`src/mel_cfg.svh`:
```
// Offsets, field positions, reset values and codes of the error log register bank
`ifndef MEL_CFG_SVH
`define MEL_CFG_SVH

// ----------------------------------------------------------------------------
// Register byte offsets (one 32-bit word each)
// ----------------------------------------------------------------------------
`define MEL_OFS_LINK_STS_LO 8'h00
`define MEL_OFS_LINK_STS_HI 8'h04
`define MEL_OFS_MC_STS_LO 8'h08
`define MEL_OFS_MC_STS_HI 8'h0C
`define MEL_OFS_MC_MISC_LO 8'h10
`define MEL_OFS_MC_MISC_HI 8'h14
`define MEL_OFS_LOG_CTRL 8'h18
`define MEL_OFS_IRQ_STS 8'h1C
`define MEL_OFS_IRQ_EN 8'h20
`define MEL_OFS_IRQ_CLR 8'h24

// ----------------------------------------------------------------------------
// Field positions
// ----------------------------------------------------------------------------
`define MEL_LOG_CTRL_EXT_BIT 1
`define MEL_STS_FIRST_CODE_HI 36
`define MEL_STS_FIRST_CODE_LO 32
`define MEL_MISC_FIRST_VALID_BIT 62
`define MEL_MISC_SECOND_VALID_BIT 63
`define MEL_IRQ_LINK_BIT 0
`define MEL_IRQ_MC_BIT 1
`define MEL_IRQ_FIRST_BIT 2
`define MEL_IRQ_SECOND_BIT 3

// ----------------------------------------------------------------------------
// Reset values
// ----------------------------------------------------------------------------
`define MEL_RST_REG64 64'h0000_0000_0000_0000
`define MEL_RST_LOG_CTRL 32'h0000_0000
`define MEL_RST_IRQ 4'h0

// ----------------------------------------------------------------------------
// Model-specific memory controller error encodings, status bits 31:16
// ----------------------------------------------------------------------------
`define MEL_MS_ADDR_PAR 16'h0001
`define MEL_MS_WB_DATA_PAR 16'h0002
`define MEL_MS_WR_BE_PAR 16'h0004
`define MEL_MS_SCRUB_CORR 16'h0008
`define MEL_MS_SCRUB_UNCORR 16'h0010
`define MEL_MS_SPARE_CORR 16'h0020
`define MEL_MS_SPARE_UNCORR 16'h0040
`define MEL_MS_NONE 16'h0000

`endif

```
`src/mel_pkg.sv`:
```
// Types shared by the error log register bank
package mel_pkg;

  // Bus slave answer state
  typedef enum logic [0:0] {
    MEL_BUS_IDLE = 1'b0,
    MEL_BUS_ACK = 1'b1
  } mel_bus_state_t;

  // Kind of memory controller error reported with an event
  typedef enum logic [2:0] {
    MEL_KIND_OTHER = 3'b000,
    MEL_KIND_ADDR_PAR = 3'b001,
    MEL_KIND_WB_DATA_PAR = 3'b010,
    MEL_KIND_WR_BE_PAR = 3'b011,
    MEL_KIND_SCRUB_CORR = 3'b100,
    MEL_KIND_SCRUB_UNCORR = 3'b101,
    MEL_KIND_SPARE_CORR = 3'b110,
    MEL_KIND_SPARE_UNCORR = 3'b111
  } mel_mc_kind_t;

endpackage : mel_pkg

```
`src/mel_top.sv`:
```
// Error log register bank: link and memory controller status, misc and control
`include "mel_cfg.svh"

module mel_top
  import mel_pkg::*;
(
  // Clock and reset
  input wire logic clk_i,
  input wire logic rst_i,
  // Wishbone classic slave
  input wire logic wb_cyc_i,
  input wire logic wb_stb_i,
  input wire logic wb_we_i,
  input wire logic [7:0] wb_adr_i,
  input wire logic [3:0] wb_sel_i,
  input wire logic [31:0] wb_dat_i,
  output logic [31:0] wb_dat_o,
  output logic wb_ack_o,
  // Link error event
  input wire logic link_evt_i,
  input wire logic [1:0] link_pp_i,
  input wire logic link_t_i,
  input wire logic [3:0] link_rrrr_i,
  input wire logic [1:0] link_ii_i,
  input wire logic [1:0] link_ll_i,
  input wire logic [6:0] link_valid_i,
  // Memory controller error event
  input wire logic mc_evt_i,
  input wire logic [2:0] mc_mem_type_i,
  input wire logic [3:0] mc_channel_i,
  input wire mel_mc_kind_t mc_kind_i,
  input wire logic [18:0] mc_other_info_i,
  input wire logic [6:0] mc_valid_i,
  input wire logic [8:0] mc_addr_info_i,
  input wire logic mc_corr_read_i,
  input wire logic [4:0] mc_dev_code_i,
  input wire logic [15:0] mc_dev_mask_i,
  input wire logic [4:0] mc_dev_rank_i,
  input wire logic [2:0] mc_dev_slot_i,
  input wire logic [4:0] mc_parity_detail_i,
  // Interrupt
  output logic irq_o
);

  // --------------------------------------------------------------------------
  // State
  // --------------------------------------------------------------------------
  mel_bus_state_t bus_state_q, bus_state_d;
  logic [31:0] rdata_q, rdata_d;
  logic [63:0] link_sts_q, link_sts_d;
  logic [63:0] mc_sts_q, mc_sts_d;
  logic [63:0] mc_misc_q, mc_misc_d;
  logic [31:0] log_ctrl_q, log_ctrl_d;
  logic [3:0] irq_sts_q, irq_sts_d;
  logic [3:0] irq_en_q, irq_en_d;
  logic [6:0] link_valid_merged;
  logic [6:0] mc_valid_merged;
  logic wr_fire;
  logic ext_log;
  logic mc_ext_corr;
  logic first_fill;
  logic second_fill;
  logic [3:0] irq_set;

  // Byte-lane merge of a write into one register word
  function automatic logic [31:0] lane_merge(input logic [31:0] old_w, input logic [31:0] new_w,
                                             input logic [3:0] sel);
    logic [31:0] res;
    res = old_w;
    for (int b = 0; b < 4; b++) begin
      if (sel[b]) begin
        res[b*8 +: 8] = new_w[b*8 +: 8];
      end
    end
    return res;
  endfunction

  // Model-specific code for each error kind
  function automatic logic [15:0] kind_code(input mel_mc_kind_t kind);
    logic [15:0] code;
    code = `MEL_MS_NONE;
    case (kind)
      MEL_KIND_ADDR_PAR: code = `MEL_MS_ADDR_PAR;
      MEL_KIND_WB_DATA_PAR: code = `MEL_MS_WB_DATA_PAR;
      MEL_KIND_WR_BE_PAR: code = `MEL_MS_WR_BE_PAR;
      MEL_KIND_SCRUB_CORR: code = `MEL_MS_SCRUB_CORR;
      MEL_KIND_SCRUB_UNCORR: code = `MEL_MS_SCRUB_UNCORR;
      MEL_KIND_SPARE_CORR: code = `MEL_MS_SPARE_CORR;
      MEL_KIND_SPARE_UNCORR: code = `MEL_MS_SPARE_UNCORR;
      default: code = `MEL_MS_NONE;
    endcase
    return code;
  endfunction

  // --------------------------------------------------------------------------
  // Validity indicator merge for both status registers
  // --------------------------------------------------------------------------
  mel_valid_merge u_link_valid (
    .old_i(link_sts_q[63:57]),
    .new_i(link_valid_i),
    .merged_o(link_valid_merged)
  );

  mel_valid_merge u_mc_valid (
    .old_i(mc_sts_q[63:57]),
    .new_i(mc_valid_i),
    .merged_o(mc_valid_merged)
  );

  // --------------------------------------------------------------------------
  // Bus slave: one wait state, ack registered, write lands on the ack edge
  // --------------------------------------------------------------------------
  assign wr_fire = wb_cyc_i & wb_stb_i & wb_we_i & (bus_state_q == MEL_BUS_ACK);
  assign wb_ack_o = (bus_state_q == MEL_BUS_ACK);
  assign wb_dat_o = rdata_q;

  // Answer state and read data; unmapped and write-only offsets read zero
  always_comb begin
    bus_state_d = MEL_BUS_IDLE;
    rdata_d = rdata_q;
    case (bus_state_q)
      MEL_BUS_IDLE: begin
        if (wb_cyc_i && wb_stb_i) begin
          bus_state_d = MEL_BUS_ACK;
          rdata_d = 32'h0000_0000;
          if (wb_adr_i == `MEL_OFS_LINK_STS_LO) begin
            rdata_d = link_sts_q[31:0];
          end else if (wb_adr_i == `MEL_OFS_LINK_STS_HI) begin
            rdata_d = link_sts_q[63:32];
          end else if (wb_adr_i == `MEL_OFS_MC_STS_LO) begin
            rdata_d = mc_sts_q[31:0];
          end else if (wb_adr_i == `MEL_OFS_MC_STS_HI) begin
            rdata_d = mc_sts_q[63:32];
          end else if (wb_adr_i == `MEL_OFS_MC_MISC_LO) begin
            rdata_d = mc_misc_q[31:0];
          end else if (wb_adr_i == `MEL_OFS_MC_MISC_HI) begin
            rdata_d = mc_misc_q[63:32];
          end else if (wb_adr_i == `MEL_OFS_LOG_CTRL) begin
            rdata_d = log_ctrl_q;
          end else if (wb_adr_i == `MEL_OFS_IRQ_STS) begin
            rdata_d = {28'h0000000, irq_sts_q};
          end else if (wb_adr_i == `MEL_OFS_IRQ_EN) begin
            rdata_d = {28'h0000000, irq_en_q};
          end
        end
      end
      MEL_BUS_ACK: begin
        bus_state_d = MEL_BUS_IDLE; // Ack lasts one cycle, master must drop stb
      end
      default: begin
        bus_state_d = MEL_BUS_IDLE;
      end
    endcase
  end

  // Registers of the bus slave
  always_ff @(posedge clk_i) begin
    if (rst_i) begin
      bus_state_q <= MEL_BUS_IDLE;
      rdata_q <= 32'h0000_0000;
    end else begin
      bus_state_q <= bus_state_d;
      rdata_q <= rdata_d;
    end
  end

  // --------------------------------------------------------------------------
  // Error logging
  // --------------------------------------------------------------------------
  assign ext_log = log_ctrl_q[`MEL_LOG_CTRL_EXT_BIT];
  assign mc_ext_corr = mc_evt_i & ext_log & mc_corr_read_i;
  assign first_fill = mc_ext_corr & ~mc_misc_q[`MEL_MISC_FIRST_VALID_BIT];
  // Second slot fills only behind a valid first record, so readers can rely on it
  assign second_fill = mc_ext_corr & mc_misc_q[`MEL_MISC_FIRST_VALID_BIT]
                       & ~mc_misc_q[`MEL_MISC_SECOND_VALID_BIT];

  // Next register values: software writes first, then hardware events win
  always_comb begin
    link_sts_d = link_sts_q;
    mc_sts_d = mc_sts_q;
    mc_misc_d = mc_misc_q;
    log_ctrl_d = log_ctrl_q;
    if (wr_fire) begin
      if (wb_adr_i == `MEL_OFS_LINK_STS_LO) begin
        link_sts_d[31:0] = lane_merge(link_sts_q[31:0], wb_dat_i, wb_sel_i);
      end else if (wb_adr_i == `MEL_OFS_LINK_STS_HI) begin
        link_sts_d[63:32] = lane_merge(link_sts_q[63:32], wb_dat_i, wb_sel_i);
      end else if (wb_adr_i == `MEL_OFS_MC_STS_LO) begin
        mc_sts_d[31:0] = lane_merge(mc_sts_q[31:0], wb_dat_i, wb_sel_i);
      end else if (wb_adr_i == `MEL_OFS_MC_STS_HI) begin
        mc_sts_d[63:32] = lane_merge(mc_sts_q[63:32], wb_dat_i, wb_sel_i);
      end else if (wb_adr_i == `MEL_OFS_MC_MISC_LO) begin
        mc_misc_d[31:0] = lane_merge(mc_misc_q[31:0], wb_dat_i, wb_sel_i);
      end else if (wb_adr_i == `MEL_OFS_MC_MISC_HI) begin
        mc_misc_d[63:32] = lane_merge(mc_misc_q[63:32], wb_dat_i, wb_sel_i);
      end else if (wb_adr_i == `MEL_OFS_LOG_CTRL) begin
        log_ctrl_d = lane_merge(log_ctrl_q, wb_dat_i, wb_sel_i);
      end
    end
    // Link record: bus-error layout, top nibble of the code zero
    if (link_evt_i) begin
      link_sts_d[15:0] = {4'h0, 1'b1, link_pp_i, link_t_i, link_rrrr_i, link_ii_i,
                          link_ll_i};
      link_sts_d[63:57] = link_valid_merged;
    end
    // Memory controller record
    if (mc_evt_i) begin
      mc_sts_d[15:0] = {8'h00, 1'b1, mc_mem_type_i, mc_channel_i};
      mc_sts_d[31:16] = kind_code(mc_kind_i);
      mc_sts_d[56:38] = mc_other_info_i;
      mc_sts_d[63:57] = mc_valid_merged;
      mc_misc_d[8:0] = mc_addr_info_i;
      if (mc_ext_corr) begin
        mc_sts_d[`MEL_STS_FIRST_CODE_HI:`MEL_STS_FIRST_CODE_LO] = mc_dev_code_i;
      end
      if (!ext_log && (mc_kind_i == MEL_KIND_WB_DATA_PAR || mc_kind_i == MEL_KIND_WR_BE_PAR)) begin
        mc_misc_d[13:9] = mc_parity_detail_i;
      end
    end
    // First device record
    if (first_fill) begin
      mc_misc_d[29:14] = mc_dev_mask_i;
      mc_misc_d[50:46] = mc_dev_rank_i;
      mc_misc_d[58:56] = mc_dev_slot_i;
      mc_misc_d[`MEL_MISC_FIRST_VALID_BIT] = 1'b1;
    end
    // Second device record, kept until software clears bit 63, except bits 13:9, which take the detail of a write parity event when extended logging is off
    if (second_fill) begin
      mc_misc_d[13:9] = mc_dev_code_i;
      mc_misc_d[45:30] = mc_dev_mask_i;
      mc_misc_d[55:51] = mc_dev_rank_i;
      mc_misc_d[61:59] = mc_dev_slot_i;
      mc_misc_d[`MEL_MISC_SECOND_VALID_BIT] = 1'b1;
    end
    // Reserved bits are never stored
    link_sts_d[56:16] = 41'h000_0000_0000;
    mc_sts_d[37] = 1'b0;
    log_ctrl_d[31:2] = 30'h0000_0000;
    log_ctrl_d[0] = 1'b0;
  end

  // Log registers
  always_ff @(posedge clk_i) begin
    if (rst_i) begin
      link_sts_q <= `MEL_RST_REG64;
      mc_sts_q <= `MEL_RST_REG64;
      mc_misc_q <= `MEL_RST_REG64;
      log_ctrl_q <= `MEL_RST_LOG_CTRL;
    end else begin
      link_sts_q <= link_sts_d;
      mc_sts_q <= mc_sts_d;
      mc_misc_q <= mc_misc_d;
      log_ctrl_q <= log_ctrl_d;
    end
  end

  // --------------------------------------------------------------------------
  // Interrupts: sticky status, enable mask, write-one-to-clear register
  // --------------------------------------------------------------------------
  assign irq_set[`MEL_IRQ_LINK_BIT] = link_evt_i;
  assign irq_set[`MEL_IRQ_MC_BIT] = mc_evt_i;
  assign irq_set[`MEL_IRQ_FIRST_BIT] = first_fill;
  assign irq_set[`MEL_IRQ_SECOND_BIT] = second_fill;

  // A set in the clearing cycle wins so no event is lost
  always_comb begin
    irq_sts_d = irq_sts_q;
    irq_en_d = irq_en_q;
    if (wr_fire && wb_adr_i == `MEL_OFS_IRQ_CLR && wb_sel_i[0]) begin
      irq_sts_d = irq_sts_q & ~wb_dat_i[3:0];
    end else if (wr_fire && wb_adr_i == `MEL_OFS_IRQ_EN && wb_sel_i[0]) begin
      irq_en_d = wb_dat_i[3:0];
    end
    irq_sts_d = irq_sts_d | irq_set;
  end

  // Interrupt registers
  always_ff @(posedge clk_i) begin
    if (rst_i) begin
      irq_sts_q <= `MEL_RST_IRQ;
      irq_en_q <= `MEL_RST_IRQ;
    end else begin
      irq_sts_q <= irq_sts_d;
      irq_en_q <= irq_en_d;
    end
  end

  assign irq_o = |(irq_sts_q & irq_en_q);

  // --------------------------------------------------------------------------
  // Checks
  // --------------------------------------------------------------------------
  a_link_reserved_zero: assert property (@(posedge clk_i) disable iff (rst_i)
    link_sts_q[56:16] == 41'h000_0000_0000)
    else $error("link status reserved bits not zero");

  a_link_code_fmt: assert property (@(posedge clk_i) disable iff (rst_i)
    link_evt_i |=> (link_sts_q[15:11] == 5'h01) && (link_sts_q[10:9] == $past(link_pp_i)))
    else $error("link code not in bus-error layout");

  a_mc_code_fmt: assert property (@(posedge clk_i) disable iff (rst_i)
    mc_evt_i |=> (mc_sts_q[15:7] == 9'h001) && (mc_sts_q[3:0] == $past(mc_channel_i)))
    else $error("memory code not in compound layout");

  a_mc_model_code: assert property (@(posedge clk_i) disable iff (rst_i)
    (mc_evt_i && mc_kind_i == MEL_KIND_SPARE_UNCORR) |=> mc_sts_q[31:16] == `MEL_MS_SPARE_UNCORR)
    else $error("model code for uncorrected spare wrong");

  a_first_code_cap: assert property (@(posedge clk_i) disable iff (rst_i)
    mc_ext_corr |=> (mc_sts_q[36:32] == $past(mc_dev_code_i)) && !mc_sts_q[37])
    else $error("first device code not captured");

  a_parity_detail: assert property (@(posedge clk_i) disable iff (rst_i)
    (mc_evt_i && !ext_log && mc_kind_i == MEL_KIND_WR_BE_PAR)
    |=> mc_misc_q[13:9] == $past(mc_parity_detail_i))
    else $error("parity detail not logged");

  a_first_fill: assert property (@(posedge clk_i) disable iff (rst_i)
    first_fill |=> mc_misc_q[62] && (mc_misc_q[29:14] == $past(mc_dev_mask_i))
    && (mc_misc_q[50:46] == $past(mc_dev_rank_i)) && (mc_misc_q[58:56] == $past(mc_dev_slot_i)))
    else $error("first device record wrong");

  a_second_fill: assert property (@(posedge clk_i) disable iff (rst_i)
    second_fill |=> mc_misc_q[63] && mc_misc_q[62] && (mc_misc_q[45:30] == $past(mc_dev_mask_i))
    && (mc_misc_q[55:51] == $past(mc_dev_rank_i)) && (mc_misc_q[61:59] == $past(mc_dev_slot_i)))
    else $error("second device record wrong");

  a_valid_set: assert property (@(posedge clk_i) disable iff (rst_i)
    (mc_evt_i || link_evt_i) |=> (mc_sts_q[63] || !$past(mc_evt_i))
    && (link_sts_q[63] || !$past(link_evt_i)))
    else $error("valid indicator not set on logging");

  a_no_ext_hold: assert property (@(posedge clk_i) disable iff (rst_i)
    (mc_evt_i && !ext_log && !wr_fire) |=> $stable(mc_misc_q[63:14]))
    else $error("device fields changed with extended logging off");

  a_ext_enable: assert property (@(posedge clk_i) disable iff (rst_i)
    (wr_fire && wb_adr_i == `MEL_OFS_LOG_CTRL && wb_sel_i[0]) |=> ext_log == $past(wb_dat_i[1]))
    else $error("logging control bit 1 not stored");

endmodule // mel_top

```
`src/mel_valid_merge.sv`:
```
// Validity indicator update for one status register (bits 63:57)
module mel_valid_merge
  import mel_pkg::*;
(
  // Current and reported indicators, bit 6 is status bit 63
  input wire logic [6:0] old_i,
  input wire logic [6:0] new_i,
  // Merged indicators
  output logic [6:0] merged_o
);

  // Valid always set on logging; overflow set when an older record is overwritten
  always_comb begin
    merged_o = new_i;
    merged_o[6] = 1'b1;
    merged_o[5] = new_i[5] | old_i[6];
  end

endmodule // mel_valid_merge

```
`config.mk`:
```
export PLATFORM = sky130hd
export DESIGN_NAME = mel_top
export DESIGN_NICKNAME = d
export VERILOG_FILES = /design/src/mel_pkg.sv /design/src/mel_top.sv /design/src/mel_valid_merge.sv
export VERILOG_INCLUDE_DIRS = /design/src
export SDC_FILE = /design/constraint.sdc
export NUM_CORES = 1
export LEC_CHECK = 0
export BUFFER_PORTS_ARGS = -buffer_cell sky130_fd_sc_hd__clkbuf_2
export CAP_MARGIN = 40
export CORE_UTILIZATION = 34
export CTS_CLUSTER_SIZE = 12
export DETAILED_ROUTE_END_ITERATION = 8
export PLACE_DENSITY = 0.52
export SYNTH_ARGS = -nofsm -noshare
export SYNTH_HDL_FRONTEND = slang
export SYNTH_HIERARCHICAL = 1
export SYNTH_SLANG_ARGS = --single-unit
```
`constraint.sdc`:
```
create_clock -name clk_i -period 2.75 [get_ports clk_i]
set_input_delay 0.825 -clock clk_i [delete_from_list [all_inputs] [get_ports clk_i]]
set_output_delay 0.825 -clock clk_i [all_outputs]
set_load 0.05 [all_outputs]
```
# Word-level counts from Yosys, hierarchy flattened
# Index checks and enable logic that the tools add are counted.
[totals]
register_bits = 265
inputBits = 149
out_inout_bits = 34
elab_cells = 218
[classes]
n_eq_ne = 31
n_mux = 61
bitwise_logic = 24
n_reduce_logical = 67
[ops]
columns = ["op", "n"]
rows = [
  ["$mux W64", 9],
  ["$mux W32", 16],
  ["$mux W8", 14],
  ["$reduce_and A8 Y1", 7],
  ["$reduce_bool A2 Y1", 27],
  ["$pmux W7 S7", 1],
  ["$reduce_and A7 Y1", 6],
  ["$mux W37", 1],
  ["$eq A8 B5 Y1 const B", 4],
  ["$mux W16", 2],
  ["$ne A2 B2 Y1 const B", 15],
  ["$mux W26", 1],
  ["$mux W5", 5],
  ["$reduce_and A6 Y1", 4],
  ["$reduce_and A5 Y1", 4],
  ["$eq A8 B4 Y1 const B", 2],
  ["$eq A8 B6 Y1 const B", 2],
  ["$mux W14", 1],
  ["$eq A3 B3 Y1 const B", 4],
  ["$mux W12", 1],
  ["$mux W4", 3],
  ["$not A1 Y1", 10],
  ["$reduce_and A3 Y1", 3],
  ["$reduce_and A9 Y1", 1],
  ["20 further kinds", 40],
]

# Depth between registers and ports, before layout
[logic_depth]
ltp_word = 11
ltp_mapped = 8
mapped_depth_nobuf = 5

# Cells and area by module
# Netlist, hierarchy kept.
[modules_own_cells]
columns = ["module", "n_inst", "cells_per_inst", "area_per_inst_um2"]
rows = [
  ["mel_top", 1, 1136, 9328.9],
  ["mel_valid_merge", 2, 8, 55.1],
]

# Least setup slack after synthesis
# No wires, ideal clock.
[synth_path]
path_kind = "input-to-reg"
start = "input wb_adr_i[2]"
end = "register link_sts_q[1]"
t_arrival_ns = 2.457
slack_ns = 0.208
stages = 6
path_buffers = 2
path_cell_list = "buf_2 -> nor4_4 -> clkbuf_1 -> nand4_2 -> mux2i_1 -> a211oi_1"
[synth_via]
elab_chain_len = 3
[synth_rtl]
columns = ["item", "line", "source"]
rows = [
  ["from (decl)", "mel_top.sv:14", "input wire logic [7:0] wb_adr_i,"],
  ["$logic_not A8 Y1 (no source line)", "n/a", ""],
  ["$reduce_bool A2 Y1 (no source line)", "n/a", ""],
  ["$reduce_and A3 Y1 (no source line)", "n/a", ""],
  ["to (signal assigned)", "mel_top.sv:245", "link_sts_q <= `MEL_RST_REG64;"],
  ["to (signal assigned)", "mel_top.sv:250", "link_sts_q <= link_sts_d;"],
  ["to (decl)", "mel_top.sv:50", "logic [63:0] link_sts_q, link_sts_d;"],
]
# No other way between the ends.
# A chain may end at the register's enable or synchronous reset.

# Worst setup path after layout
[layout_path]
start = "input wb_adr_i[4]"
end = "register rdata_q[3] (netlist: wb_dat_o[3])"
[layout_via]
elab_chain_len = 10
word_cells_on_any_way = 18
[layout_rtl]
columns = ["item", "line", "source"]
rows = [
  ["$eq A8 B6 Y1 (no source line)", "n/a", ""],
  ["$mux W4", "mel_top.sv:142", "end else if (wb_adr_i == `MEL_OFS_IRQ_EN) begin"],
  ["$mux W4", "mel_top.sv:140", "end else if (wb_adr_i == `MEL_OFS_IRQ_STS) begin"],
  ["$mux W32", "mel_top.sv:138", "end else if (wb_adr_i == `MEL_OFS_LOG_CTRL) begin"],
  ["$mux W32", "mel_top.sv:136", "end else if (wb_adr_i == `MEL_OFS_MC_MISC_HI) begin"],
  ["$mux W32", "mel_top.sv:134", "end else if (wb_adr_i == `MEL_OFS_MC_MISC_LO) begin"],
  ["$mux W32", "mel_top.sv:132", "end else if (wb_adr_i == `MEL_OFS_MC_STS_HI) begin"],
  ["$mux W32", "mel_top.sv:130", "end else if (wb_adr_i == `MEL_OFS_MC_STS_LO) begin"],
  ["$mux W32", "mel_top.sv:128", "end else if (wb_adr_i == `MEL_OFS_LINK_STS_HI) begin"],
  ["$mux W32 *", "mel_top.sv:126", "if (wb_adr_i == `MEL_OFS_LINK_STS_LO) begin"],
  ["to (signal assigned)", "mel_top.sv:163", "rdata_q <= rdata_d;"],
  ["to (decl)", "mel_top.sv:49", "logic [31:0] rdata_q, rdata_d;"],
]
# Mark *: on every way between the ends. The rest lies on a longest branch, timed or not.

==> results.yml <==
synth:
  synthFlopType: "dfxtp_1"
  yosysWarnings: 6
  yosys.area.top_type: "dfxtp_1"
  synthCells: 1152
  synthArstFlopShare: 0
  syn_nets: 1301
  ys_types: 61
  synth_seq_cells: 192
  synth_top_area_frac: 0.4072
  avgSynthCellArea_um2: 8.194
  synth_area_leaders: "dfxtp_1 (41%), nor2_1 (7.0%), mux2i_1 (4.9%)"
  mappedNetlistArea_um2: 9439
  synth_edf_count: 0
  synth.most_common_cell: "dfxtp_1"
  synthTopCellsByCount: "dfxtp_1 (192), nor2_1 (176), nand2_1 (111)"
  yosysSeqAreaShare: 0.4072
hold_path:
  hp-class: "reg -> reg"
  min_to: "mc_misc_q[7]"
  hold_path_startpoint: "mc_misc_q[7]"
  min_path_cells: 2
sta:
  clock.fmax_ghz: 0.4186
  timing.hold.ws_ns: 0.4509
  min_period_over_period: 0.8686
  setup_violations: 0
  hold_viol_final: 0
  tns_ns: 0
  fin_crit_ns: 2.389
  rsz0062_at_grt: "false"
  worst_pin_slew_ns: 0.8584
  fin_skew_ns: 0.01171
  relSlewSlack: 0.4251
  slew_viol_final: 0
clock_network:
  root_buffer: "clkbuf_16"
  cts_max_path_buffers: 2
  path_clk_slew_ns: 0.07
  insertion_delay_ns: 0.44
  cts_setup_buffers: 0
  cts_tree: "built"
  numClockSinks: 192
  cts_inserted_buffers: 17
  hold_buffers: 0
  cts-resized-gates: 0
  htree_levels: 4
drt:
  ant_nets: 0
  wl_per_cell_um: 21.89
  drc: 0
  vias: 9865
  drt-pass1-iter-count: 5
  drt_wl_total_mm: 37.69
  dr.first_iter.drc_count: 953
  viasPerCell: 5.729
worst_setup_path:
  cp_data_required_time_ns: 3.11
  ff2ff_path_depth: 6
  r2r-end: "mc_misc_q[22]"
  crit_fanout: 6
  reg2reg_setup_slack_ns: 0.61
  endpoint_kind: "flop"
  crit_arrival_ns: 2.75
  cp-start-kind: "primary input"
  crit_start: "wb_adr_i[4]"
  r2r_start: "wb_ack_o"
  worstSetupPathType: "in -> reg"
finish:
  drive_above_1_share: 0.2570
  stdcell_count: 1722
  multi_input_area_um2: 5130
  diodes: 0
  fillers: 2805
  layout.nets: 1487
  layout.area.seq_um2: 3844
  utilization: 0.4332
  syn_to_final_growth_pct: 24.39
run_status:
  status: "finished clean"
floorplan:
  die_height_um: 168.6
  core_area_um2: 27100
  io_pins: 183
  start_util: 0.3483
  num_rows: 60
  fp.dieW_um: 168.6
  die_area_um2: 28430
power:
  pwr_density_cell_nw_per_um2: 523.3
  ir_drop_uv: 452.2
  finalPower_w: 0.006144
  p_leak_nw: 4.756
placement:
  gp_congestion: 0.9099
  hpwl_mm: 27.16
  dp.cells: 1691
  numPortBuffers: 180
global_route:
  grt-ovfl-total: 0
  grtUsageTotal: 0.2639
  grt_pass1_wl_mm: 56.70
  antenna_found_initial: 0
  grt_pass1_vias: 9448
  grt_max_degree: 63
flow_run:
  cap_violations: 0
## power by group
group          leakage [nW]  switching [W]  internal, W  total [W]
registers              1.57      0.0000514      0.00287    0.00292
logic                  2.92       0.000484     0.000259   0.000744
clock network         0.269        0.00118      0.00130    0.00248
## state kept, by name (all words and copies together), names as in the netlist
name	flops
wb_ack_o	1
mc_misc_q	64
irq_sts_q	4
log_ctrl_q	1
mc_sts_q	63
irq_en_q	4
link_sts_q	23
wb_dat_o	32
## layer usage
layer / GRT usage / routed length, um / up-vias
met1: 0.3689 / 17240 / 4715
met5: 0 / 0 / -
met4: 0.08538 / 850 / 0
li1: - / - / 4653
met3: 0.04092 / 2762 / 61
met2: 0.4146 / 16840 / 436
## worst max-delay path by stage
stage,to,slack (ns),depth (start not counted)
floorplan,link_sts_q[1],0.21,6
global placement,wb_dat_o[2],-0.10,8
detailed placement,wb_dat_o[3],-0.06,8
CTS,wb_dat_o[3],0.38,8
global route,wb_dat_o[3],0.16,8
finish,wb_dat_o[3],0.36,8
## cell type report
type,count,area share
Clock buffer,20,0.03890
Multi-Input combinational cell,846,0.4369
Clock inverter,11,0.009058
Sequential cell,192,0.3274
Inverter,6,0.001918
Timing Repair Buffer,275,0.1462
Tap cell,372,0.03964
## cell usage in the layout, fill, tap and decap left out, types with 5 or more instances in the layout
| master | count |
|---|---|
| a21oi_1 | 61 |
| nand4_1 | 17 |
| o22ai_1 | 9 |
| clkbuf_16 | 17 |
| o221ai_1 | 11 |
| buf_4 | 88 |
| mux2i_1 | 46 |
| a221oi_1 | 23 |
| a311oi_1 | 29 |
| nor3_1 | 49 |
| a31oi_1 | 16 |
| a211oi_1 | 51 |
| mux2_2 | 7 |
| a22oi_1 | 28 |
| nand2_1 | 111 |
| nand3b_1 | 7 |
| nand3_1 | 41 |
| a2111oi_0 | 6 |
| o221a_2 | 16 |
| clkbuf_2 | 179 |
| o21ai_0 | 38 |
| a2bb2oi_1 | 16 |
| dfxtp_1 | 192 |
| buf_12 | 8 |
| and3_1 | 16 |
| a22o_1 | 5 |
| a221o_1 | 6 |
| nor2_1 | 175 |
## worst max-delay path: stages
cell and delay [ns]:
clkbuf_2 0.16, nor4b_1 0.39, buf_4 0.21, a31oi_1 0.08, a2111oi_0 0.51, buf_4 0.20
o221ai_1 0.13, a211oi_1 0.23
## cells by family after synthesis
kind of cell,Yosys count,share of synthesized area
simple gates,454,0.2239
compound gates,337,0.2590
flops,192,0.4072
buf+inv,114,0.05196
mux,53,0.05713
other cells,2,0.0007956
## metrics by stage
stage | cell area, um2 | worst slack, ns
floorplan | 9439 | 0.2079
finish | 11740 | 0.3612
global placement | 11180 | -0.1021
global route | 11740 | 0.1627
detailed placement | 11180 | -0.06098
CTS | 11740 | 0.3817
No activity file was read; power rests on OpenSTA's default activity.
